File: config.mk
export PLATFORM = sky130hd
export DESIGN_NAME = vpc_loader
export DESIGN_NICKNAME = d
export VERILOG_FILES = /design/src/shared/vpc_pkg.sv /design/src/logic/vpc_loader.sv
export SDC_FILE = /design/constraint.sdc
export NUM_CORES = 1
export LEC_CHECK = 0
export ABC_CLOCK_PERIOD_IN_PS = 4300
export BUFFER_PORTS_ARGS = -buffer_cell sky130_fd_sc_hd__buf_2
export CAP_MARGIN = 20
export CORE_MARGIN = 2
export CORE_UTILIZATION = 55
export CTS_CLUSTER_SIZE = 16
export DETAILED_ROUTE_END_ITERATION = 6
export HOLD_SLACK_MARGIN = 0.02
export PLACE_DENSITY_LB_ADDON = 0.25
export SLEW_MARGIN = 25
export SYNTH_ARGS = -nofsm -noshare
export SYNTH_HDL_FRONTEND = slang
export SYNTH_SLANG_ARGS = --single-unit
File: constraint.sdc
create_clock -name CLK_I -period 4.3 [get_ports CLK_I]
set_input_delay 0.645 -clock CLK_I [delete_from_list [all_inputs] [get_ports CLK_I]]
set_output_delay 0.645 -clock CLK_I [all_outputs]
set_load 0.01 [all_outputs]
File: src/shared/vpc_pkg.sv
// Package with register map, field positions and timing constants for the power-up option loader.
package vpc_pkg;
  // ==========================================================================
  // Register byte addresses.
  localparam logic [7:0] ADDR_BUS_CONTROL   = 8'h00;
  localparam logic [7:0] ADDR_CTRL_STATUS   = 8'h04;
  localparam logic [7:0] ADDR_BUS_STATUS    = 8'h08;
  localparam logic [7:0] ADDR_BIT_CLEAR     = 8'h0C;
  localparam logic [7:0] ADDR_BIT_SET       = 8'h10;
  localparam logic [7:0] ADDR_CFG_ATTRIBUTE = 8'h14;
  localparam logic [7:0] ADDR_CFG_BASE      = 8'h18;
  localparam logic [7:0] ADDR_OPTIONS       = 8'h1C;
  localparam logic [7:0] ADDR_MASK          = 8'hFC;
  // ==========================================================================
  // Field positions.
  localparam int BIT_HOLD       = 0;
  localparam int BIT_SFEN       = 0;
  localparam int BIT_BOARD_FAIL_BIT      = 0;
  localparam int BIT_SYSCON     = 1;
  localparam int BIT_SFO        = 2;
  localparam int BIT_CLRSET     = 6;
  localparam int BIT_CFG_EN     = 0;
  localparam int BASE_LSB       = 3;
  localparam int BASE_MSB       = 7;
  localparam int OPT_SFEN_RV    = 0;
  localparam int OPT_AUTOCLR    = 1;
  localparam int OPT_AUTO_SLOT  = 2;
  localparam int OPT_GEO_SLOT   = 3;
  // ==========================================================================
  // Responses and timing.
  localparam logic [1:0]  RESP_OKAY   = 2'h0;
  localparam logic [1:0]  RESP_SLVERR = 2'h2;
  localparam logic [4:0]  GA_ALL_HIGH = 5'h1F;
  localparam int          CLK_MHZ     = 200;
  localparam int          AUTOCLR_MS  = 1;
  localparam int          AUTOCLR_CYC = AUTOCLR_MS * 1000 * CLK_MHZ;
  localparam int          CNT_W       = 18;
  // Addressing mode chosen from latched options.
  typedef enum logic [1:0] {
    VPC_CFG_OFF,
    VPC_CFG_GEO,
    VPC_CFG_AUTO
  } vpc_mode_t;
endpackage

File: src/logic/vpc_loader.sv
// Power-up option loader with system fail control and AXI4-Lite registers.
//
// Chosen here: the register addresses and the AXI4-Lite interface to the registers.
`timescale 1ns/1ps
`default_nettype none

// Overview of operation
// - Auto slot strap latched at power-up reset release.
// - Hold bit initialised by strap, writable.
// - Auto slot mode sets hold during system reset.
// - System fail asserted while hold is set.
// - Auto-clear option clears hold by itself.
// - Auto clear occurs 1 ms after reset.
// - Geo strap zero clears enable and base.
// - Geo strap one sets enable, inverted GA.
// - System reset reloads enable and base.
// - Both straps: geo, auto if GA all high.
// - Output enable initialised by strap, writable.
// - Fail output from board fail and enable.
// - Board fail from pin or software bit.
// - Clear bit disables, set bit enables output.
// - Syscon straps fix function on or off.
// - Both syscon straps high select automatic.
// - Automatic: grant3 low enables syscon.
// - Options sampled at power-up reset release.
module vpc_loader
  import vpc_pkg::*;
#(
  parameter int AUTOCLR_CYCLES = AUTOCLR_CYC
) (
  // Clock and reset.
  input  wire logic        CLK_I,
  input  wire logic        RST_N_I,
  // Backplane and strap inputs.
  input  wire logic        POWERUP_RESET_N_I,
  input  wire logic        SYSTEM_RESET_N_I,
  input  wire logic [3:0]  OPTION_DATA_I,
  input  wire logic [4:0]  GEO_ADDR_N_I,
  input  wire logic        GRANT3_DAISY_N_I,
  input  wire logic        SYSCON_FORCE_ON_N_I,
  input  wire logic        SYSCON_FORCE_OFF_N_I,
  input  wire logic        BOARD_FAIL_N_I,
  // Derived outputs.
  output logic             SYSTEM_FAIL_O,
  output logic             SYSCON_FUNCTION_O,
  output logic             CFG_SPACE_EN_O,
  output logic [4:0]       CFG_BASE_O,
  // AXI4-Lite write channels.
  input  wire logic [7:0]  S_AXI_AWADDR,
  input  wire logic        S_AXI_AWVALID,
  output logic             S_AXI_AWREADY,
  input  wire logic [31:0] S_AXI_WDATA,
  input  wire logic [3:0]  S_AXI_WSTRB,
  input  wire logic        S_AXI_WVALID,
  output logic             S_AXI_WREADY,
  output logic [1:0]       S_AXI_BRESP,
  output logic             S_AXI_BVALID,
  input  wire logic        S_AXI_BREADY,
  // AXI4-Lite read channels.
  input  wire logic [7:0]  S_AXI_ARADDR,
  input  wire logic        S_AXI_ARVALID,
  output logic             S_AXI_ARREADY,
  output logic [31:0]      S_AXI_RDATA,
  output logic [1:0]       S_AXI_RRESP,
  output logic             S_AXI_RVALID,
  input  wire logic        S_AXI_RREADY
);

  // ==========================================================================
  // Option latch.
  logic [3:0]  opt;
  logic [4:0]  ga_latched;
  logic        syscon;
  logic        pur_q;
  logic        pur_qq;
  logic        srst_act_q;
  logic        hold;
  logic        sfen;
  logic        board_fail_bit;
  logic        cfg_en;
  logic [4:0]  cfg_base;
  logic [CNT_W-1:0] clr_cnt;
  logic        clr_run;
  vpc_mode_t   mode;
  logic        pur_rise;
  logic        srst_active;
  logic        srst_end;

  // Power-up reset release is its rising edge; system reset level is active low.
  // Power-up reset counts as system reset until one cycle after the new options
  // are latched, so the reload sees the fresh straps rather than the old ones.
  assign pur_rise    = POWERUP_RESET_N_I && !pur_q;
  assign srst_active = !SYSTEM_RESET_N_I || !pur_qq;
  assign srst_end    = !srst_active && srst_act_q;

  // Edge history of both reset inputs.
  always_ff @(posedge CLK_I or negedge RST_N_I) begin
    if (!RST_N_I) begin
      pur_q      <= 1'b0;
      pur_qq     <= 1'b0;
      srst_act_q <= 1'b1;
    end else begin
      pur_q      <= POWERUP_RESET_N_I;
      pur_qq     <= pur_q;
      srst_act_q <= srst_active;
    end
  end

  // Straps captured once at the power-up reset release and kept until the next.
  always_ff @(posedge CLK_I or negedge RST_N_I) begin
    if (!RST_N_I) begin
      opt        <= 4'h0;
      ga_latched <= 5'h00;
      syscon     <= 1'b0;
    end else if (pur_rise) begin
      opt        <= OPTION_DATA_I;
      ga_latched <= GEO_ADDR_N_I;
      if (!SYSCON_FORCE_ON_N_I && SYSCON_FORCE_OFF_N_I) begin
        syscon <= 1'b1;
      end else if (SYSCON_FORCE_ON_N_I && !SYSCON_FORCE_OFF_N_I) begin
        syscon <= 1'b0;
      end else if (SYSCON_FORCE_ON_N_I && SYSCON_FORCE_OFF_N_I) begin
        syscon <= !GRANT3_DAISY_N_I;
      end else begin
        syscon <= 1'b0;
      end
    end
  end

  // Addressing mode derived from latched options and geographic address.
  always_comb begin
    mode = VPC_CFG_OFF;
    case ({opt[OPT_AUTO_SLOT], opt[OPT_GEO_SLOT]})
      2'h1:    mode = VPC_CFG_GEO;
      2'h2:    mode = VPC_CFG_AUTO;
      2'h3:    mode = (ga_latched == GA_ALL_HIGH) ? VPC_CFG_AUTO : VPC_CFG_GEO;
      default: mode = VPC_CFG_OFF;
    endcase
  end

  // ==========================================================================
  // Bus slave.
  logic        aw_hold;
  logic        w_hold;
  logic [7:0]  aw_addr;
  logic [31:0] w_data;
  logic [3:0]  w_strb;
  logic        wr_fire;
  logic        wr_ok;
  logic        lane0;

  // Decodes whether an address hits a mapped register.
  function automatic logic vpc_mapped(input logic [7:0] a);
    vpc_mapped = ((a & ADDR_MASK) == a) && (a <= ADDR_OPTIONS);
  endfunction

  assign wr_fire = aw_hold && w_hold && !S_AXI_BVALID;
  assign wr_ok   = wr_fire && vpc_mapped(aw_addr);
  assign lane0   = w_strb[0];

  // Address and data are taken independently and held until the response.
  always_ff @(posedge CLK_I or negedge RST_N_I) begin
    if (!RST_N_I) begin
      aw_hold       <= 1'b0;
      w_hold        <= 1'b0;
      aw_addr       <= 8'h00;
      w_data        <= 32'h0000_0000;
      w_strb        <= 4'h0;
      S_AXI_AWREADY <= 1'b1;
      S_AXI_WREADY  <= 1'b1;
      S_AXI_BVALID  <= 1'b0;
      S_AXI_BRESP   <= RESP_OKAY;
    end else begin
      if (S_AXI_AWVALID && S_AXI_AWREADY) begin
        aw_hold       <= 1'b1;
        aw_addr       <= S_AXI_AWADDR;
        S_AXI_AWREADY <= 1'b0;
      end
      if (S_AXI_WVALID && S_AXI_WREADY) begin
        w_hold       <= 1'b1;
        w_data       <= S_AXI_WDATA;
        w_strb       <= S_AXI_WSTRB;
        S_AXI_WREADY <= 1'b0;
      end
      if (wr_fire) begin
        aw_hold      <= 1'b0;
        w_hold       <= 1'b0;
        S_AXI_BVALID <= 1'b1;
        S_AXI_BRESP  <= vpc_mapped(aw_addr) ? RESP_OKAY : RESP_SLVERR;
      end else if (S_AXI_BVALID && S_AXI_BREADY) begin
        S_AXI_BVALID  <= 1'b0;
        S_AXI_AWREADY <= 1'b1;
        S_AXI_WREADY  <= 1'b1;
      end
    end
  end

  // Read channel answers one cycle after the address is taken.
  always_ff @(posedge CLK_I or negedge RST_N_I) begin
    if (!RST_N_I) begin
      S_AXI_ARREADY <= 1'b1;
      S_AXI_RVALID  <= 1'b0;
      S_AXI_RDATA   <= 32'h0000_0000;
      S_AXI_RRESP   <= RESP_OKAY;
    end else if (S_AXI_ARVALID && S_AXI_ARREADY) begin
      S_AXI_ARREADY <= 1'b0;
      S_AXI_RVALID  <= 1'b1;
      S_AXI_RRESP   <= vpc_mapped(S_AXI_ARADDR) ? RESP_OKAY : RESP_SLVERR;
      S_AXI_RDATA   <= 32'h0000_0000;
      case (S_AXI_ARADDR)
        ADDR_BUS_CONTROL:   S_AXI_RDATA[BIT_HOLD] <= hold;
        ADDR_CTRL_STATUS:   S_AXI_RDATA[BIT_SFEN] <= sfen;
        ADDR_BUS_STATUS: begin
          S_AXI_RDATA[BIT_BOARD_FAIL_BIT]  <= board_fail_bit;
          S_AXI_RDATA[BIT_SYSCON] <= syscon;
          S_AXI_RDATA[BIT_SFO]    <= SYSTEM_FAIL_O;
        end
        ADDR_BIT_CLEAR:     S_AXI_RDATA[BIT_CLRSET] <= sfen;
        ADDR_BIT_SET:       S_AXI_RDATA[BIT_CLRSET] <= sfen;
        ADDR_CFG_ATTRIBUTE: S_AXI_RDATA[BIT_CFG_EN] <= cfg_en;
        ADDR_CFG_BASE:      S_AXI_RDATA[BASE_MSB:BASE_LSB] <= cfg_base;
        ADDR_OPTIONS:       S_AXI_RDATA[OPT_GEO_SLOT:OPT_SFEN_RV] <= opt;
        default:            S_AXI_RDATA <= 32'h0000_0000;
      endcase
    end else if (S_AXI_RVALID && S_AXI_RREADY) begin
      S_AXI_RVALID  <= 1'b0;
      S_AXI_ARREADY <= 1'b1;
    end
  end

  // ==========================================================================
  // Control bits.

  // Auto-clear counter starts when system reset ends in auto slot mode with the auto-clear option set.
  always_ff @(posedge CLK_I or negedge RST_N_I) begin
    if (!RST_N_I) begin
      clr_run <= 1'b0;
      clr_cnt <= '0;
    end else if (srst_active) begin
      clr_run <= 1'b0;
      clr_cnt <= '0;
    end else if (srst_end && mode == VPC_CFG_AUTO && opt[OPT_AUTOCLR]) begin
      clr_run <= 1'b1;
      clr_cnt <= '0;
    end else if (clr_run) begin
      if (clr_cnt == CNT_W'(AUTOCLR_CYCLES - 1)) begin
        clr_run <= 1'b0;
      end
      clr_cnt <= clr_cnt + 1'b1;
    end
  end

  // Hold bit: set by system reset in auto slot mode, auto or software cleared.
  always_ff @(posedge CLK_I or negedge RST_N_I) begin
    if (!RST_N_I) begin
      hold <= 1'b0;
    end else if (srst_active) begin
      hold <= (mode == VPC_CFG_AUTO);
    end else if (clr_run && clr_cnt == CNT_W'(AUTOCLR_CYCLES - 1)) begin
      hold <= 1'b0;
    end else if (wr_ok && aw_addr == ADDR_BUS_CONTROL && lane0) begin
      hold <= w_data[BIT_HOLD];
    end
  end

  // Output enable: strap value on reset, software control otherwise.
  always_ff @(posedge CLK_I or negedge RST_N_I) begin
    if (!RST_N_I) begin
      sfen <= 1'b0;
    end else if (srst_active) begin
      sfen <= opt[OPT_SFEN_RV];
    end else if (wr_ok && aw_addr == ADDR_CTRL_STATUS && lane0) begin
      sfen <= w_data[BIT_SFEN];
    end else if (wr_ok && aw_addr == ADDR_BIT_CLEAR && lane0 && w_data[BIT_CLRSET]) begin
      sfen <= 1'b0;
    end else if (wr_ok && aw_addr == ADDR_BIT_SET && lane0 && w_data[BIT_CLRSET]) begin
      sfen <= 1'b1;
    end
  end

  // Software board fail bit.
  always_ff @(posedge CLK_I or negedge RST_N_I) begin
    if (!RST_N_I) begin
      board_fail_bit <= 1'b0;
    end else if (srst_active) begin
      board_fail_bit <= 1'b0;
    end else if (wr_ok && aw_addr == ADDR_BUS_STATUS && lane0) begin
      board_fail_bit <= w_data[BIT_BOARD_FAIL_BIT];
    end
  end

  // Configuration space enable and base reloaded on each system reset.
  always_ff @(posedge CLK_I or negedge RST_N_I) begin
    if (!RST_N_I) begin
      cfg_en   <= 1'b0;
      cfg_base <= 5'h00;
    end else if (srst_active) begin
      if (mode == VPC_CFG_GEO) begin
        cfg_en   <= 1'b1;
        cfg_base <= ~ga_latched;
      end else begin
        cfg_en   <= 1'b0;
        cfg_base <= 5'h00;
      end
    end else if (wr_ok && aw_addr == ADDR_CFG_ATTRIBUTE && lane0) begin
      cfg_en <= w_data[BIT_CFG_EN];
    end else if (wr_ok && aw_addr == ADDR_CFG_BASE && lane0) begin
      cfg_base <= w_data[BASE_MSB:BASE_LSB];
    end
  end

  // Registered outputs.
  always_ff @(posedge CLK_I or negedge RST_N_I) begin
    if (!RST_N_I) begin
      SYSTEM_FAIL_O     <= 1'b0;
      SYSCON_FUNCTION_O <= 1'b0;
      CFG_SPACE_EN_O    <= 1'b0;
      CFG_BASE_O        <= 5'h00;
    end else begin
      SYSTEM_FAIL_O     <= hold || (sfen && (!BOARD_FAIL_N_I || board_fail_bit));
      SYSCON_FUNCTION_O <= syscon;
      CFG_SPACE_EN_O    <= cfg_en;
      CFG_BASE_O        <= cfg_base;
    end
  end

  // ==========================================================================
  // Assertions.
  property p_fail_hold;
    @(posedge CLK_I) disable iff (!RST_N_I) hold |=> SYSTEM_FAIL_O;
  endproperty
  a_fail_hold: assert property (p_fail_hold) else $error("fail output low while hold set");

  property p_auto_set;
    @(posedge CLK_I) disable iff (!RST_N_I)
      (srst_active && mode == VPC_CFG_AUTO) |=> hold;
  endproperty
  a_auto_set: assert property (p_auto_set) else $error("hold not set by reset");

  property p_geo_load;
    @(posedge CLK_I) disable iff (!RST_N_I)
      (srst_active && mode == VPC_CFG_GEO) |=> (cfg_en && cfg_base == ~$past(ga_latched));
  endproperty
  a_geo_load: assert property (p_geo_load) else $error("geo base not loaded");

  property p_off_load;
    @(posedge CLK_I) disable iff (!RST_N_I)
      (srst_active && mode != VPC_CFG_GEO) |=> (!cfg_en && cfg_base == 5'h00);
  endproperty
  a_off_load: assert property (p_off_load) else $error("config space not cleared");

  property p_opt_stable;
    @(posedge CLK_I) disable iff (!RST_N_I) !pur_rise |=> $stable(opt);
  endproperty
  a_opt_stable: assert property (p_opt_stable) else $error("options changed");

  property p_opt_capture;
    @(posedge CLK_I) disable iff (!RST_N_I) pur_rise |=> opt == $past(OPTION_DATA_I);
  endproperty
  a_opt_capture: assert property (p_opt_capture) else $error("options not captured");

  property p_sfen_rv;
    @(posedge CLK_I) disable iff (!RST_N_I) srst_active |=> sfen == $past(opt[OPT_SFEN_RV]);
  endproperty
  a_sfen_rv: assert property (p_sfen_rv) else $error("enable reset value wrong");

  property p_board_fail;
    @(posedge CLK_I) disable iff (!RST_N_I)
      (sfen && !BOARD_FAIL_N_I) |=> SYSTEM_FAIL_O;
  endproperty
  a_board_fail: assert property (p_board_fail) else $error("board fail not forwarded");

  property p_syscon_on;
    @(posedge CLK_I) disable iff (!RST_N_I)
      (pur_rise && !SYSCON_FORCE_ON_N_I && SYSCON_FORCE_OFF_N_I) |=> ##1 SYSCON_FUNCTION_O;
  endproperty
  a_syscon_on: assert property (p_syscon_on) else $error("syscon not enabled");

  c_auto_clear: cover property (@(posedge CLK_I) disable iff (!RST_N_I) $fell(hold) && !srst_active);
  c_geo_mode:   cover property (@(posedge CLK_I) disable iff (!RST_N_I) cfg_en);
  c_syscon:     cover property (@(posedge CLK_I) disable iff (!RST_N_I) SYSCON_FUNCTION_O);

endmodule
`default_nettype wire

# After elaboration in Yosys (flattened, before gate mapping)
# Cells that the tools add are included.
dict set report word_totals {
  reg_bits 85
  latch_bits 0
  mem_bits_rw 0
  mem_bits_ro 0
  in_bits 74
  output_inout_bits 49
  elab_cells 170
  memories 0
}
dict set report op_classes {
  n_addsub 1
  n_mul 0
  div_mod_pow 0
  magnitude_cmp 2
  eq_ne 21
  shifts 0
  n_mux 52
  bitwise 1
  reduce_logical 63
}
# cell n
set op_table {}
lappend op_table {{$eq 8x5->1 const B} 7}
lappend op_table {{$mux 18} 3}
lappend op_table {{$mux 1} 36}
lappend op_table {{$logic_and 1x1->1} 35}
lappend op_table {{$eq 8x4->1 const B} 4}
lappend op_table {{$mux 5} 4}
lappend op_table {{$add 18x1->18 const B} 1}
lappend op_table {{$eq 18x18->1 const B} 1}
lappend op_table {{$eq 8x3->1 const B} 2}
lappend op_table {{$le 8x5->1 const B} 2}
lappend op_table {{$logic_not 8->1} 2}
lappend op_table {{$reduce_bool 2->1} 7}
lappend op_table {{$logic_not 1->1} 9}
lappend op_table {{$mux 2} 4}
lappend op_table {{$eq 2x2->1 const B} 3}
lappend op_table {{$pmux 2 s3} 1}
lappend op_table {{$reduce_bool 3->1} 2}
lappend op_table {{$eq 5x5->1 const B} 1}
lappend op_table {{$not 5->5} 1}
lappend op_table {{$pmux 1 s5} 1}
lappend op_table {{$eq 2x1->1 const B} 2}
lappend op_table {{$logic_not 2->1} 2}
lappend op_table {{$pmux 1 s2} 2}
lappend op_table {{$pmux 2 s2} 1}
lappend op_table {{5 further kinds} 7}

# Longest topological paths before layout
dict set report depth {
  depth_word 10
  mapped_depth 7
  mapped_depth_nobuf 5
}

# Least setup slack after synthesis
# OpenSTA, ideal clock, no wires.
dict set report synth_path {
  path_type {input to register}
  from {in SYSTEM_RESET_N_I}
  to {reg clr_cnt[0]}
  setup_ps 72
  arrival_time_ps 1916
  t_required_ps 4228
  slack_ps 2311
  stages 7
  path_buffers 3
  path_cell_list {and2_1 > clkbuf_1 > inv_1 > a311o_1 > clkbuf_1 > buf_1 > nor2_1}
}
dict set report synth_via {
  elab_chain_len 8
  elab_cells_between_ends 9
  classes_between {2 x mux; 7 x reduce/logical}
}
# item line_no
set synth_rtl {}
lappend synth_rtl {{start, declared} vpc_loader.sv:36} ;# input wire logic SYSTEM_RESET_N_I,
lappend synth_rtl {{$logic_not 1->1 (*)} vpc_loader.sv:93} ;# assign srst_active = !SYSTEM_RESET_N_I || !pur_qq;
lappend synth_rtl {{$logic_or 1x1->1 (*)} vpc_loader.sv:93}
lappend synth_rtl {{$logic_not 1->1} vpc_loader.sv:94} ;# assign srst_end = !srst_active && srst_act_q;
lappend synth_rtl {{$logic_and 1x1->1} vpc_loader.sv:94}
lappend synth_rtl {{$logic_and 1x1->1 (2 in a row)} vpc_loader.sv:242} ;# end else if (srst_end && mode == VPC_CFG_AUTO && opt[OPT_AUTOCLR]) begin
lappend synth_rtl {{$mux 18} vpc_loader.sv:242}
lappend synth_rtl {{$mux 18} vpc_loader.sv:239} ;# end else if (srst_active) begin
lappend synth_rtl {{end signal, assigned} vpc_loader.sv:249} ;# clr_cnt <= clr_cnt + 1'b1;
lappend synth_rtl {{end, declared} vpc_loader.sv:82} ;# logic [CNT_W-1:0] clr_cnt;
# Mark *: on every way between the ends. The rest lies on a longest branch, timed or not.
# A chain may end at the register's enable or synchronous reset.

# Final worst setup path
dict set report layout_path {
  from {reg aw_addr[5]}
  to {reg cfg_base[1]}
}
dict set report layout_via {
  elab_chain_len 7
  elab_cells_between_ends 12
  classes_between {1 x order compare; 3 x eq/ne; 8 x reduce/logical}
}
# item line_no
set layout_rtl {}
lappend layout_rtl {{start, declared} vpc_loader.sv:145} ;# logic [7:0] aw_addr;
lappend layout_rtl {{start signal, assigned} vpc_loader.sv:166} ;# aw_addr <= 8'h00;
lappend layout_rtl {{start signal, assigned} vpc_loader.sv:176} ;# aw_addr <= S_AXI_AWADDR;
lappend layout_rtl {{$le 8x5->1} vpc_loader.sv:154} ;# vpc_mapped = ((a & ADDR_MASK) == a) && (a <= ADDR_OPTIONS);
lappend layout_rtl {{$logic_and 1x1->1} vpc_loader.sv:154}
lappend layout_rtl {{$logic_and 1x1->1} vpc_loader.sv:158} ;# assign wr_ok = wr_fire && vpc_mapped(aw_addr);
lappend layout_rtl {{$logic_and 1x1->1 (on tied branches) (2 in a row)} {vpc_loader.sv:305, vpc_loader.sv:307}}
lappend layout_rtl {{$ne 2x2->1 (no source line) or $reduce_bool 2->1 (tied branches)} n/a}
lappend layout_rtl {{$reduce_and 2->1 (no source line) (*)} n/a}
lappend layout_rtl {{end signal, assigned} vpc_loader.sv:300} ;# cfg_base <= ~ga_latched;
lappend layout_rtl {{end signal, assigned} vpc_loader.sv:308} ;# cfg_base <= w_data[BASE_MSB:BASE_LSB];
lappend layout_rtl {{end, declared} vpc_loader.sv:81} ;# logic [4:0] cfg_base;
# Marks and branches as above.

==> out/qor.txt <==
Fin crit share: 0.493
Hpwl dp: 5120 um
Setup violations, final: 0
Leading cell type in the layout, fill and taps excluded: dfrtp_1
Outcome: finished clean
GRT Residual Overflow: 0
DRT antenna net count: 0
Vias in the first global route: 2529
Via count: 2696
Initial DRC Count: 184
Cells after synthesis: 348
GRT Total Usage: 0.206
Synth warn: 0
Leak Pwr: 1.99 nW
Internal power: 1.42 mW
Row cnt: 30
Largest net degree at the start of global routing: 82
Final Critical Period: 2120 ps
Starting Density: 0.564
Max-slew violations: 0
Routability Congestion: 0.810
Post-synth cell types: 43
Worst Tran Pin Value: 723 ps
Reg power frac: 0.525
Clock power share: 0.288
CTS Buffer Depth: 2
DRT Wirelength: 7200 um
Sw Pwr: 0.571 mW
Highest Clock Rate: 472 MHz
Final hold vios: 0
Antenna violations before repair: 0
Slew headroom: 0.518
DR DRC count: 0
Vias/cell: 5.39
Total die area: 0.00757 sq mm
Layout cells sized above 1: 0.286
CORE AREA: 0.00672 sq mm
Worst-path fanout max: 5
Setup tns final: 0 ps
CP Launch Type: register
Power share of the combinational group: 0.187
Commonest cells after routing, fill and taps aside: dfrtp_1 (77), buf_2 (66), nand2_1 (32)
Power Dens Cells: 462 mW/mm^2
Wire per inst: 14.4 um
Drt pass-1 iters: 4
CTS hold repair buffers: 0
RSZ-0062 raised after global routing: false
Mapped Area: 0.00379 sq mm
Die Span Y: 87.0 um
CTS tree: built
Worst endpoint required time: 4530 ps
# resized after CTS: 0
First-pass GRT wire length: 12100 um
Max-cap viol count: 0
Post-CTS setup buffer count: 0
Syn avg cell area: 10.9 sq um
Io pins: 123
Asr flop ratio synth: 1.00
Die Width: 87.0 um
HP Class: input pin to async pin
Area Overhead vs Synth: 13.7%
VDD IR-drop max: 0.292 mV
WP buf/inv: 0
Switch share: 0.287
Post-synth EDFFs: 0
Antenna Cells: 0
Sequential area share after synthesis: 0.536
# clock sinks: 81
Crit-path cells: or3_1 > or3_4 > o31ai_4 > mux2_2
Root Buffer: clkbuf_8
Worst Path Arrival: 2350 ps
Critical path's slowest cell: or3_1
Critical Path Sink Type: register
H-tree depth: 3
Clk_lat worst skew: 340 ps
Synthesized flop and latch total: 81
Port bufs: 67
Crit path max-delay family: simple AND/OR/NAND/NOR gates
Clk slew on worst S/H paths: 70 ps
Total CTS buffers: 9
Maximum single-stage delay on the critical path: 450 ps
WHS: 319 ps
Final #Nets: 490
Final Skew: 5.57 ps
Post-synth top flop: dfrtp_1
Critical path class: register to register
-- final timing paths --
kind | startpoint | endpoint | slack [ps] | depth (start not counted)
worst max-delay path | aw_addr[5] | cfg_base[1] | 2180 | 4
worst min-delay path | RST_N_I | S_AXI_RDATA[7] | 320 | 1
worst max register to register | aw_addr[5] | cfg_base[1] | 2180 | 4
worst min register to register | cfg_base[0] | CFG_BASE_O[0] | 410 | 0
max in group asynchronous | RST_N_I | ga_latched[0] | 3470 | 1
min in group CLK_I | cfg_base[0] | CFG_BASE_O[0] | 410 | 0
-- stage by stage --
step                      area (sq um)   util  cells  power (mW)  worst slack, ps
after CTS                         4310  0.641    500        2.01             2160
final                             4310  0.642    500        1.99             2180
after global placement            4090  0.609    484        1.41             1980
after floorplan                   3880      -    373        1.30             2310
after global routing              4310  0.642    500        2.11             2100
after detailed placement          4090  0.609    484        1.43             1940
-- cell type report --
type	instances	area [sq um]
fill	542	2410
clock inverter	4	50.0
clock buffer	12	165
timing repair buffer	67	342
multi-input combinational	244	1580
sequential	81	2030
inverter	12	45.0
tap	80	100
-- state kept, by name, summed over array words and instances, names as in the netlist, 4 cells and up --
| name | count |
|---|---|
| CFG_BASE_O | 5 |
| w_data | 6 |
| ga_latched | 5 |
| cfg_base | 5 |
| S_AXI_RDATA | 8 |
| clr_cnt | 18 |
| opt | 4 |
| aw_addr | 8 |
-- power by group through the flow --
stage	registers (mW)	clock network [mW]	logic [mW]
final	1.05	0.574	0.372
after detailed placement	1.06	0	0.375
after CTS	1.04	0.592	0.378
after global placement	1.05	0	0.360
after floorplan	1.04	0	0.262
after global routing	1.07	0.624	0.421
-- per-layer routing --
| layer | vias to the layer above | part of all wire | track usage |
|---|---|---|---|
| met3 | 9 | 0.055 | 0.0408 |
| met1 | 1282 | 0.49 | 0.309 |
| met5 | - | 0 | 0 |
| met2 | 89 | 0.44 | 0.295 |
| li1 | 1316 | - | - |
| met4 | 0 | 0.012 | 0.0810 |
-- cells by family after synthesis --
kind of cell | count (synthesis) | share of synthesized area
AND/OR/NAND/NOR | 118 | 0.168
flip-flops | 81 | 0.536
AO/OA/AOI/OAI | 54 | 0.0941
buffers and inverters | 48 | 0.0733
multiplexers | 36 | 0.104
XOR/XNOR | 9 | 0.0208
adder cells (fa/ha/maj) | 1 | 0.00330
other | 1 | 0.000989
-- synthesized netlist by cell type, drive strengths merged, types with 8 or more instances --
library cell / instances / area share
nor2: 18 / 0.018
dfrtp: 77 / 0.51
buf: 28 / 0.053
a21oi: 13 / 0.017
nand3b: 9 / 0.018
clkbuf: 8 / 0.0079
o21ai: 17 / 0.022
mux2i: 9 / 0.024
mux2: 27 / 0.080
nand2: 32 / 0.032
inv: 12 / 0.012
nand3: 9 / 0.012
Power figures use the tool's default switching activity.
